==> src/shared/abcas_pkg.sv <==
// Constants for the second gain stage control and sync block.
// Assumes a 32-bit APB master; register indices map to byte address index*4.
`default_nettype none
package abcas_pkg;
	// ==========================================================
	// Register indices
	localparam logic [7:0] IDX_CTRL    = 8'h12;
	localparam logic [7:0] IDX_HOLD    = 8'h13;
	localparam logic [7:0] IDX_TARGET  = 8'h14;
	localparam logic [7:0] IDX_IGAIN   = 8'h15;
	localparam logic [7:0] IDX_LOOP    = 8'h16;
	localparam logic [7:0] IDX_POLE    = 8'h17;
	localparam logic [7:0] IDX_AVG     = 8'h18;
	localparam logic [7:0] IDX_RATIO   = 8'h19;
	localparam logic [7:0] IDX_ENABLE  = 8'h20;
	localparam logic [7:0] IDX_STATUS  = 8'h21;
	// ==========================================================
	// Control fields
	localparam int CTRL_WLEN_LSB = 5;
	localparam int CTRL_MODE     = 4;
	localparam int CTRL_SYNCNOW  = 3;
	localparam int CTRL_INIT     = 2;
	localparam int CTRL_IGNREP   = 1;
	localparam int CTRL_BYPASS   = 0;
	localparam int AVG_SCALE_LSB = 2;
	localparam int TGT_EXP_LSB   = 6;
	localparam int IG_EXP_LSB    = 8;
	// ==========================================================
	// Reset values
	localparam logic [7:0]  RST_CTRL   = 8'h00;
	localparam logic [15:0] RST_HOLD   = 16'h0000;
	localparam logic [7:0]  RST_BYTE   = 8'h00;
	localparam logic [11:0] RST_12     = 12'h000;
	localparam logic [5:0]  RST_AVG    = 6'h00;
	localparam logic        RST_ENABLE = 1'b0;

	function automatic logic [7:0] byte_addr(input logic [7:0] idx);
		byte_addr = {idx[5:0], 2'b00};
	endfunction

	// Word length code to bit count
	function automatic logic [4:0] wlen_bits(input logic [2:0] code);
		case (code)
			3'h0: wlen_bits = 5'h04;
			3'h1: wlen_bits = 5'h05;
			3'h2: wlen_bits = 5'h06;
			3'h3: wlen_bits = 5'h07;
			3'h4: wlen_bits = 5'h08;
			3'h5: wlen_bits = 5'h0A;
			3'h6: wlen_bits = 5'h0C;
			default: wlen_bits = 5'h10;
		endcase
	endfunction
endpackage
`default_nettype wire

==> src/logic/abcas_top.sv <==
// Control, sync and parameter loading of the second gain stage.
// Assumes an APB master on i_mclk and a raw sync pin from outside.
//
// The APB slave port is this design's own decision.
`default_nettype none
// Functional notes
// - Control bits 7-5 pick output word length 4,5,6,7,8,10,12,16.
// - Mode bit 4: clear tracks level, set tracks clipping error.
// - Hold-off counter triggers from the channel 2 sync pin.
// - A sync pin rising edge retriggers the hold-off counter unless ignore-repeat blocks it.
// - Software or pin sync loads the 16-bit hold-off delay.
// - Hold-off value zero makes the stage unsynchronizable by pin.
// - Writing sync-now starts a new update at once; self clearing.
// - Init bit plus sync-now clears CIC and loads all loop parameters.
// - Every sync-now while enabled emits an update; without init nothing reloads.
// - Ignore-repeat set honours only the first pin sync until cleared.
// - Bypass passes the top 16 of 24 input bits unchanged.
// - Target level register holds level or clipping target.
// - Target level is 2-bit exponent plus 6-bit mantissa.
// - Initial gain is 4-bit exponent plus 8-bit mantissa, seeds multiplier.
// - Loop gain coefficient taken up only at initialization.
// - Pole coefficient taken up only at initialization.
// - Averaging bits 5-2 scale the CIC, bits 1-0 count 1 to 4 samples.
// - Update ratio code sets CIC decimation 1 to 4096.
// - Enable low shuts down interleave, filtering and gain loop.
module abcas_top
	import abcas_pkg::*;
#(
	parameter int HOLD_W  = 16,
	parameter int RATIO_W = 12
) (
	input  wire logic        i_mclk,
	input  wire logic        i_rst_n,
	input  wire logic        i_psel,
	input  wire logic        i_penable,
	input  wire logic        i_pwrite,
	input  wire logic [7:0]  i_paddr,
	input  wire logic [31:0] i_pwdata,
	output var  logic [31:0] o_prdata,
	output var  logic        o_pready,
	output var  logic        o_pslverr,
	input  wire logic        i_sync_ch2,
	input  wire logic [23:0] i_hb_data,
	input  wire logic        i_hb_valid,
	output var  logic [15:0] o_out_data,
	output var  logic        o_out_valid,
	output var  logic        o_update,
	output var  logic [31:0] o_update_value,
	output var  logic        o_init,
	output var  logic        o_clip_mode,
	output var  logic [4:0]  o_word_len,
	output var  logic [1:0]  o_target_exp,
	output var  logic [5:0]  o_target_mant,
	output var  logic [3:0]  o_gain_exp,
	output var  logic [7:0]  o_gain_mant,
	output var  logic [7:0]  o_loop_coeff,
	output var  logic [7:0]  o_pole_coeff
);
	if (HOLD_W != 16 || RATIO_W != 12) begin : g_width_check
		$error("abcas_top: register widths are fixed by the map");
	end

	// ==========================================================
	// Registers
	logic [7:0]  ctrl_reg;
	logic [15:0] hold_reg;
	logic [7:0]  target_reg;
	logic [11:0] igain_reg;
	logic [7:0]  loop_reg;
	logic [7:0]  pole_reg;
	logic [5:0]  avg_reg;
	logic [11:0] ratio_reg;
	logic        enable_reg;
	logic        syncnow_reg;
	// Active copies, loaded only at initialization
	logic [11:0] act_ratio_reg;
	logic [5:0]  act_avg_reg;
	// Sync path
	logic        sync_s1_reg;
	logic        sync_s2_reg;
	logic        sync_d_reg;
	logic        seen_reg;
	logic        busy_reg;
	logic [15:0] hcnt_reg;
	// CIC path
	logic [31:0] acc_reg;
	logic [1:0]  avg_cnt_reg;
	logic [11:0] dec_cnt_reg;

	logic        wr_acc;
	logic        setup;
	logic        sync_rise;
	logic        pin_evt;
	logic        expire;
	logic        init_evt;
	logic        update_evt;
	logic        take;
	logic        group_end;
	logic        dec_end;
	logic [15:0] pwr;

	assign setup  = i_psel & ~i_penable;
	assign wr_acc = i_psel & i_penable & o_pready & i_pwrite;

	function automatic logic hit(input logic [7:0] a, input logic [7:0] idx);
		hit = (a == byte_addr(idx));
	endfunction

	// ==========================================================
	// APB slave, zero wait states
	always_ff @(posedge i_mclk or negedge i_rst_n) begin
		if (!i_rst_n) begin
			o_pready  <= 1'b0;
			o_pslverr <= 1'b0;
			o_prdata  <= 32'h0000_0000;
		end else begin
			o_pready  <= setup;
			o_pslverr <= 1'b0;
			if (setup) begin
				o_prdata <= 32'h0000_0000;
				if (hit(i_paddr, IDX_CTRL))
					o_prdata[7:0] <= ctrl_reg;
				else if (hit(i_paddr, IDX_HOLD))
					o_prdata[15:0] <= hold_reg;
				else if (hit(i_paddr, IDX_TARGET))
					o_prdata[7:0] <= target_reg;
				else if (hit(i_paddr, IDX_IGAIN))
					o_prdata[11:0] <= igain_reg;
				else if (hit(i_paddr, IDX_LOOP))
					o_prdata[7:0] <= loop_reg;
				else if (hit(i_paddr, IDX_POLE))
					o_prdata[7:0] <= pole_reg;
				else if (hit(i_paddr, IDX_AVG))
					o_prdata[5:0] <= avg_reg;
				else if (hit(i_paddr, IDX_RATIO))
					o_prdata[11:0] <= ratio_reg;
				else if (hit(i_paddr, IDX_ENABLE))
					o_prdata[0] <= enable_reg;
				else if (hit(i_paddr, IDX_STATUS))
					o_prdata[17:0] <= {seen_reg, busy_reg, hcnt_reg};
				else
					o_pslverr <= 1'b1;
			end
		end
	end

	// Sync-now bit is never stored, so it always reads zero
	always_ff @(posedge i_mclk or negedge i_rst_n) begin
		if (!i_rst_n) begin
			ctrl_reg   <= RST_CTRL;
			hold_reg   <= RST_HOLD;
			target_reg <= RST_BYTE;
			igain_reg  <= RST_12;
			loop_reg   <= RST_BYTE;
			pole_reg   <= RST_BYTE;
			avg_reg    <= RST_AVG;
			ratio_reg  <= RST_12;
			enable_reg <= RST_ENABLE;
		end else if (wr_acc) begin
			if (hit(i_paddr, IDX_CTRL)) begin
				ctrl_reg <= i_pwdata[7:0];
				ctrl_reg[CTRL_SYNCNOW] <= 1'b0;
			end
			if (hit(i_paddr, IDX_HOLD))
				hold_reg <= i_pwdata[15:0];
			if (hit(i_paddr, IDX_TARGET))
				target_reg <= i_pwdata[7:0];
			if (hit(i_paddr, IDX_IGAIN))
				igain_reg <= i_pwdata[11:0];
			if (hit(i_paddr, IDX_LOOP))
				loop_reg <= i_pwdata[7:0];
			if (hit(i_paddr, IDX_POLE))
				pole_reg <= i_pwdata[7:0];
			if (hit(i_paddr, IDX_AVG))
				avg_reg <= i_pwdata[5:0];
			if (hit(i_paddr, IDX_RATIO))
				ratio_reg <= i_pwdata[11:0];
			if (hit(i_paddr, IDX_ENABLE))
				enable_reg <= i_pwdata[0];
		end
	end

	// One-shot from each write of one
	always_ff @(posedge i_mclk or negedge i_rst_n) begin
		if (!i_rst_n)
			syncnow_reg <= 1'b0;
		else
			syncnow_reg <= wr_acc & hit(i_paddr, IDX_CTRL) & i_pwdata[CTRL_SYNCNOW];
	end

	// ==========================================================
	// Pin sync and hold-off counter
	always_ff @(posedge i_mclk or negedge i_rst_n) begin
		if (!i_rst_n) begin
			sync_s1_reg <= 1'b0;
			sync_s2_reg <= 1'b0;
			sync_d_reg  <= 1'b0;
		end else begin
			sync_s1_reg <= i_sync_ch2;
			sync_s2_reg <= sync_s1_reg;
			sync_d_reg  <= sync_s2_reg;
		end
	end

	assign sync_rise = sync_s2_reg & ~sync_d_reg;
	assign pin_evt   = sync_rise & enable_reg & (hold_reg != 16'h0000)
		& ~(ctrl_reg[CTRL_IGNREP] & seen_reg);
	assign expire     = busy_reg & (hcnt_reg == 16'h0001);
	assign init_evt   = syncnow_reg & ctrl_reg[CTRL_INIT];
	assign update_evt = enable_reg & (syncnow_reg | expire);

	// Cleared only while the bit is low, so a set never races a clear
	always_ff @(posedge i_mclk or negedge i_rst_n) begin
		if (!i_rst_n)
			seen_reg <= 1'b0;
		else if (!ctrl_reg[CTRL_IGNREP])
			seen_reg <= 1'b0;
		else if (pin_evt)
			seen_reg <= 1'b1;
	end

	// Sync-now bypasses the count; a new pin edge restarts it
	always_ff @(posedge i_mclk or negedge i_rst_n) begin
		if (!i_rst_n) begin
			busy_reg <= 1'b0;
			hcnt_reg <= 16'h0000;
		end else if (!enable_reg || syncnow_reg) begin
			busy_reg <= 1'b0;
			hcnt_reg <= syncnow_reg ? hold_reg : 16'h0000;
		end else if (pin_evt) begin
			busy_reg <= 1'b1;
			hcnt_reg <= hold_reg;
		end else if (busy_reg) begin
			busy_reg <= ~expire;
			hcnt_reg <= hcnt_reg - 16'h0001;
		end
	end

	// ==========================================================
	// Parameter load at initialization
	always_ff @(posedge i_mclk or negedge i_rst_n) begin
		if (!i_rst_n) begin
			act_ratio_reg <= RST_12;
			act_avg_reg   <= RST_AVG;
			o_gain_exp    <= 4'h0;
			o_gain_mant   <= 8'h00;
			o_loop_coeff  <= 8'h00;
			o_pole_coeff  <= 8'h00;
			o_init        <= 1'b0;
		end else begin
			o_init <= init_evt & enable_reg;
			if (init_evt && enable_reg) begin
				act_ratio_reg <= ratio_reg;
				act_avg_reg   <= avg_reg;
				o_gain_exp    <= igain_reg[11:IG_EXP_LSB];
				o_gain_mant   <= igain_reg[IG_EXP_LSB-1:0];
				o_loop_coeff  <= loop_reg;
				o_pole_coeff  <= pole_reg;
			end
		end
	end

	// Mode and level settings follow the registers directly
	always_ff @(posedge i_mclk or negedge i_rst_n) begin
		if (!i_rst_n) begin
			o_clip_mode   <= 1'b0;
			o_word_len    <= 5'h04;
			o_target_exp  <= 2'h0;
			o_target_mant <= 6'h00;
		end else begin
			o_clip_mode   <= ctrl_reg[CTRL_MODE];
			o_word_len    <= wlen_bits(ctrl_reg[7:CTRL_WLEN_LSB]);
			o_target_exp  <= target_reg[7:TGT_EXP_LSB];
			o_target_mant <= target_reg[TGT_EXP_LSB-1:0];
		end
	end

	// ==========================================================
	// Power averaging and CIC decimation
	assign take      = enable_reg & i_hb_valid & ~ctrl_reg[CTRL_BYPASS];
	assign pwr       = i_hb_data[23] ? (~i_hb_data[23:8] + 16'h0001) : i_hb_data[23:8];
	assign group_end = take & (avg_cnt_reg == act_avg_reg[1:0]);
	assign dec_end   = group_end & (dec_cnt_reg == act_ratio_reg);

	// Ratio code n decimates by n+1; hazard: scale must suit it
	always_ff @(posedge i_mclk or negedge i_rst_n) begin
		if (!i_rst_n) begin
			acc_reg        <= 32'h0000_0000;
			avg_cnt_reg    <= 2'h0;
			dec_cnt_reg    <= 12'h000;
			o_update       <= 1'b0;
			o_update_value <= 32'h0000_0000;
		end else begin
			o_update <= update_evt | (dec_end & ~init_evt);
			if (!enable_reg || init_evt) begin
				acc_reg     <= 32'h0000_0000;
				avg_cnt_reg <= 2'h0;
				dec_cnt_reg <= 12'h000;
			end else if (update_evt || dec_end) begin
				o_update_value <= (acc_reg + (take ? {16'h0000, pwr} : 32'h0000_0000))
					>> act_avg_reg[5:AVG_SCALE_LSB];
				acc_reg        <= 32'h0000_0000;
				avg_cnt_reg    <= 2'h0;
				dec_cnt_reg    <= 12'h000;
			end else if (take) begin
				acc_reg     <= acc_reg + {16'h0000, pwr};
				avg_cnt_reg <= group_end ? 2'h0 : avg_cnt_reg + 2'h1;
				if (group_end)
					dec_cnt_reg <= dec_cnt_reg + 12'h001;
			end
		end
	end

	// ==========================================================
	// Output word path; gain multiply sits downstream
	always_ff @(posedge i_mclk or negedge i_rst_n) begin
		if (!i_rst_n) begin
			o_out_data  <= 16'h0000;
			o_out_valid <= 1'b0;
		end else begin
			o_out_valid <= enable_reg & i_hb_valid;
			if (ctrl_reg[CTRL_BYPASS])
				o_out_data <= i_hb_data[23:8];
			else
				o_out_data <= i_hb_data[23:8]
					& ~(16'hFFFF >> wlen_bits(ctrl_reg[7:CTRL_WLEN_LSB]));
		end
	end

	// ==========================================================
	// Checks
	property p_bypass;
		@(posedge i_mclk) disable iff (!i_rst_n)
		(enable_reg && i_hb_valid && ctrl_reg[CTRL_BYPASS]) |=> (o_out_data == $past(i_hb_data[23:8]));
	endproperty
	a_bypass: assert property (p_bypass) else $error("bypass word wrong");

	property p_load;
		@(posedge i_mclk) disable iff (!i_rst_n)
		(pin_evt && !syncnow_reg) |=> (busy_reg && hcnt_reg == $past(hold_reg));
	endproperty
	a_load: assert property (p_load) else $error("hold-off not loaded");

	property p_zero;
		@(posedge i_mclk) disable iff (!i_rst_n)
		(hold_reg == 16'h0000 && !busy_reg) |=> !busy_reg;
	endproperty
	a_zero: assert property (p_zero) else $error("sync with zero hold-off");

	property p_now;
		@(posedge i_mclk) disable iff (!i_rst_n)
		(wr_acc && hit(i_paddr, IDX_CTRL) && i_pwdata[CTRL_SYNCNOW] && enable_reg)
			|=> ##1 o_update && !busy_reg;
	endproperty
	a_now: assert property (p_now) else $error("sync-now gave no update");

	property p_expire;
		@(posedge i_mclk) disable iff (!i_rst_n)
		(busy_reg && hcnt_reg == 16'h0002 && enable_reg && !syncnow_reg && !pin_evt && !wr_acc)
			|=> ##1 o_update;
	endproperty
	a_expire: assert property (p_expire) else $error("expiry gave no update");

	property p_ign;
		@(posedge i_mclk) disable iff (!i_rst_n)
		(ctrl_reg[CTRL_IGNREP] && seen_reg && !busy_reg) |=> !busy_reg;
	endproperty
	a_ign: assert property (p_ign) else $error("repeat sync honoured");

	property p_keep;
		@(posedge i_mclk) disable iff (!i_rst_n)
		!init_evt |=> $stable(o_loop_coeff) && $stable(o_pole_coeff);
	endproperty
	a_keep: assert property (p_keep) else $error("coeff changed without init");

	property p_init;
		@(posedge i_mclk) disable iff (!i_rst_n)
		(init_evt && enable_reg) |=> o_pole_coeff == $past(pole_reg) && acc_reg == 32'h0000_0000;
	endproperty
	a_init: assert property (p_init) else $error("init did not load");

	property p_off;
		@(posedge i_mclk) disable iff (!i_rst_n)
		!enable_reg |=> !o_out_valid && !busy_reg;
	endproperty
	a_off: assert property (p_off) else $error("stage active while off");
endmodule // abcas_top
`default_nettype wire

==> config.mk <==
export PLATFORM = sky130hd
export DESIGN_NAME = abcas_top
export DESIGN_NICKNAME = d
export VERILOG_FILES = /design/src/shared/abcas_pkg.sv /design/src/logic/abcas_top.sv
export SDC_FILE = /design/constraint.sdc
export NUM_CORES = 1
export LEC_CHECK = 0
export ABC_AREA = 1
export BUFFER_PORTS_ARGS = -buffer_cell sky130_fd_sc_hd__buf_2
export CORE_ASPECT_RATIO = 0.5
export CORE_MARGIN = 1.5
export CORE_UTILIZATION = 59
export CTS_BUF_LIST = sky130_fd_sc_hd__clkbuf_8
export DETAILED_ROUTE_END_ITERATION = 12
export GPL_TIMING_DRIVEN = 0
export PLACE_DENSITY = 0.86
export RECOVER_POWER = 25
export SLEW_MARGIN = 10
export SYNTH_ARGS = -nofsm -noshare
export SYNTH_HDL_FRONTEND = slang
export SYNTH_SLANG_ARGS = --single-unit
==> constraint.sdc <==
create_clock -name i_mclk -period 7.8 [get_ports i_mclk]
set_input_delay 0.39 -clock i_mclk [delete_from_list [all_inputs] [get_ports i_mclk]]
set_output_delay 0.39 -clock i_mclk [all_outputs]
set_load 0.05 [all_outputs]
==> flow_summary.yaml <==
pwr:
  swShare: 0.2616
  p_sw_mw: 0.7623
  combPwrFrac: 0.063
  p_int_mw: 2.152
  power_density_nw_per_um2: 157.6
  ir_worst_vdd_uv: 192.5
  finalPower_mw: 2.914
  seq_power_share: 0.497
  p_clk_frac: 0.440
  p_leak_nw: 9.409
sta:
  fin_tns_setup_ps: 0
  rsz0062_at_grt: "false"
  slew_viol_final: 0
  timing.final.crit_share: 0.5556
  timing.hold.ws_ps: 30.28
  hold_violations: 0
  finClkSkew_ps: 26.47
  maxSlewHeadroom: 0.02843
  fmax_mhz: 230.7
  worstMarginPinSlew_ps: 1457
  period_needed_ps: 4334
  worst_slack_ps: 3466
  final-setup-viol-count: 0
min_path:
  hold_path.class: "in2reg"
global_routing:
  grt_use_total: 0.3700
  grt_max_degree: 110
  first_global_vias: 15607
  grt_antenna_before_repair: 0
  grt_pass1_wl_um: 82900
  overflow: 0
synth:
  netlist_area_um2: 16220
  yosysUniqueCellTypes: 49
  synth_ff_type: "dfrtp_1"
  synth-async-reset-ratio: 1.000
  syn-instance-count: 2255
  synthTopCellsByArea: "dfrtp_1 (43%), nand2_1 (15%), nand3_1 (9.9%), inv_1 (5.6%), o21ai_0 (5.3%)"
  yosysTopAreaCell: "dfrtp_1"
  synth_edf_count: 0
  ys.warnings.count: 0
  seq_area_frac_synth: 0.4274
  ys_seq_elements: 277
  yosys.area.top_type_share: 0.4258
  avgSynthCellArea_um2: 7.194
setup_path:
  slowest_delay_ps: 530
  critPathBufInv: 3
  cp_cell_sequence: "nand2_1 -> inv_1 -> nand2_2 -> clkbuf_1 -> clkbuf_1 -> nor2_1 -> ha_1 -> fa_1 -> nand3_1 -> nand3_1 -> nand2_1 -> nand2_1 -> nand2_1 -> nand2_1 -> nand3_1 -> nand3_1 -> nand3_1 -> nand3_1 -> nand3_1 -> nand3_1"
  cp_top_family: "simple AND/OR/NAND/NOR gates"
  slowest_stage: "clkbuf_1"
  worstPathMaxFanout: 10
  worstSetupPathType: "reg2reg"
  worstPathRequired_ps: 8290
  cp-start-kind: "flip-flop"
  cp.arrival_ps: 4820
  cp_common_cell: "nand3_1"
  crit_path_end_kind: "flip-flop"
placed_design:
  dp_hpwl_um: 39360
  place_area_um2: 17600
  dp_cells: 2782
  portBuffers: 159
  globalplace.congestion: 0.9991
  place_ws_ps: 3625
routing:
  first_iter_violations: 1649
  dr.pass1.iters: 10
  ant_nets: 0
  top_layer_used: "met4"
  drc: 0
  wl_met1_um: 21760
  wl_met2_um: 23660
  drt_wl_total_um: 51510
  routedWlPerCell_um: 18.02
  wl_met3_um: 4342
  num_vias: 16395
  vias_per_cell: 5.737
floorplan:
  die_y_um: 120.3
  initial_core_util: 0.6065
  io_pins: 198
  die_area_um2: 28560
  core_area_um2: 26750
  die_w_um: 237.5
  row_count: 42
clocking:
  worstSkewPairLatency_ps: 610
  clockBufferDepth: 3
  post_cts_buffers: 0
  tritoncts: "built"
  path_clk_slew_ps: 70
  cts_num_sinks: 277
  htree_levels: 2
  cts-root-buf: "clkbuf_8"
  cts_made_buffers: 40
finish:
  drive_gt1_frac: 0.1057
  areaGrowthSynthToFinish_pct: 13.95
  final_core_util: 0.6910
  diodes: 0
  fin_nets: 2584
  fin_cells: 2858
  final_area_um2: 18480
  nFillCells: 2324
status:
  status: "complete, no violations"
job:
  cap_violations: 0
==> cell usage after synthesis (2+ instances only) <==
library cell / instances
inv_1: 242
nand2_2: 6
buf_4: 17
o22ai_1: 11
o21ai_0: 171
dfrtp_1: 276
nor3_1: 28
ha_1: 36
buf_1: 4
a211oi_1: 2
clkinv_1: 2
a31oi_1: 11
nand2_1: 644
o221ai_1: 2
nor3b_1: 2
fa_1: 2
o2111ai_1: 4
or2_2: 4
xnor2_1: 27
buf_6: 2
a21oi_1: 105
and2_1: 3
nor4_1: 4
nor2_2: 2
nand4_1: 36
a221oi_1: 2
o21ai_1: 4
o211ai_1: 9
xor2_1: 25
a22oi_1: 2
inv_2: 6
o31ai_1: 6
nand3_1: 320
buf_2: 7
clkbuf_1: 63
o21a_1: 2
nor2_1: 153
nor2_4: 2
==> power by group through the flow <==
stage / Sequential (mW) / Clock (mW) / Combinational [mW]
2_1_floorplan: 1.49 / 0 / 0.0904
3_3_place_gp: 1.48 / 0 / 0.173
3_5_place_dp: 1.48 / 0 / 0.181
4_1_cts: 1.45 / 1.29 / 0.183
5_1_grt: 1.45 / 1.36 / 0.204
6_report: 1.45 / 1.28 / 0.183
==> worst min-delay path, delay by kind of cell <==
family	cells	cell delay, ps
buffers and inverters	2	140
AND/OR/NAND/NOR	1	50
==> placed cells by master, fill, tap and decap left out, types with 3 or more instances in the layout <==
cell / Yosys / layout
o31ai_1: 6 / 6
nand2_2: 6 / 6
inv_2: 6 / 5
conb_1: 1 / 14
o211ai_1: 9 / 9
o21ai_0: 171 / 171
dlygate4sd3_1: 0 / 3
ha_1: 36 / 36
buf_1: 4 / 4
nor3_1: 28 / 28
o21ai_1: 4 / 4
nor2_1: 153 / 153
nand4_1: 36 / 36
buf_16: 0 / 3
and2_1: 3 / 3
dfrtp_1: 276 / 276
clkinv_2: 0 / 3
o2111ai_1: 4 / 4
a31oi_1: 11 / 11
buf_4: 17 / 17
inv_1: 242 / 256
xnor2_1: 27 / 27
buf_2: 7 / 161
o22ai_1: 11 / 11
or2_2: 4 / 4
nand3_1: 320 / 320
nor4_1: 4 / 4
a21oi_1: 105 / 105
clkbuf_1: 63 / 68
xor2_1: 25 / 25
nand2_1: 644 / 644
clkbuf_8: 0 / 50
==> kinds of logic after synthesis <==
| group | share of synthesized area |
|---|---|
| buffers and inverters | 0.08477 |
| muxes | 0.0006171 |
| adders and majority gates | 0.03024 |
| AOI/OAI and AO/OA | 0.1124 |
| DFF | 0.4274 |
| other | 0.0002312 |
| xor gates and xnor gates | 0.02808 |
| and+or+nand+nor | 0.3163 |
==> area by class of cell <==
type,instances,area (um^2),share of cell area
well taps,352,440.4,0.02383
inverters,250,938.4,0.05077
repair buffers,165,902.1,0.04881
clock inverters,23,182.7,0.009883
clock buffers,50,688.2,0.03723
plain buffers,93,436.7,0.02362
multi-input cells,1648,7963,0.4308
flip-flops and latches,277,6933,0.3751
==> metal layers <==
layer  global-route usage  up-vias
met5                    0        -
met4               0.1254        0
met3              0.07785      159
met2               0.6026      752
met1               0.4961     7670
li1                     -     7814
==> worst paths after layout <==
path / slack, ps / endpoint / cells past startpoint / from
worst max-delay path: 3470 / o_update_value[17] / 20 / enable_reg
worst min-delay path: 30 / o_out_data[6] / 3 / i_hb_data[14]
worst max register to register: 3470 / o_update_value[17] / 20 / enable_reg
worst min register to register: 360 / sync_s2_reg / 0 / sync_s1_reg
max in group asynchronous: 5230 / acc_reg[17] / 5 / i_rst_n
min in group asynchronous: 660 / igain_reg[3] / 2 / i_rst_n
==> timing repair <==
action / in CTS / in global routing
hold buffers: 3 / 0
endpoints found under the hold margin: 27 / 0
resized for setup: 0 / 0
Note: power is estimated with default switching activity, not from simulation.
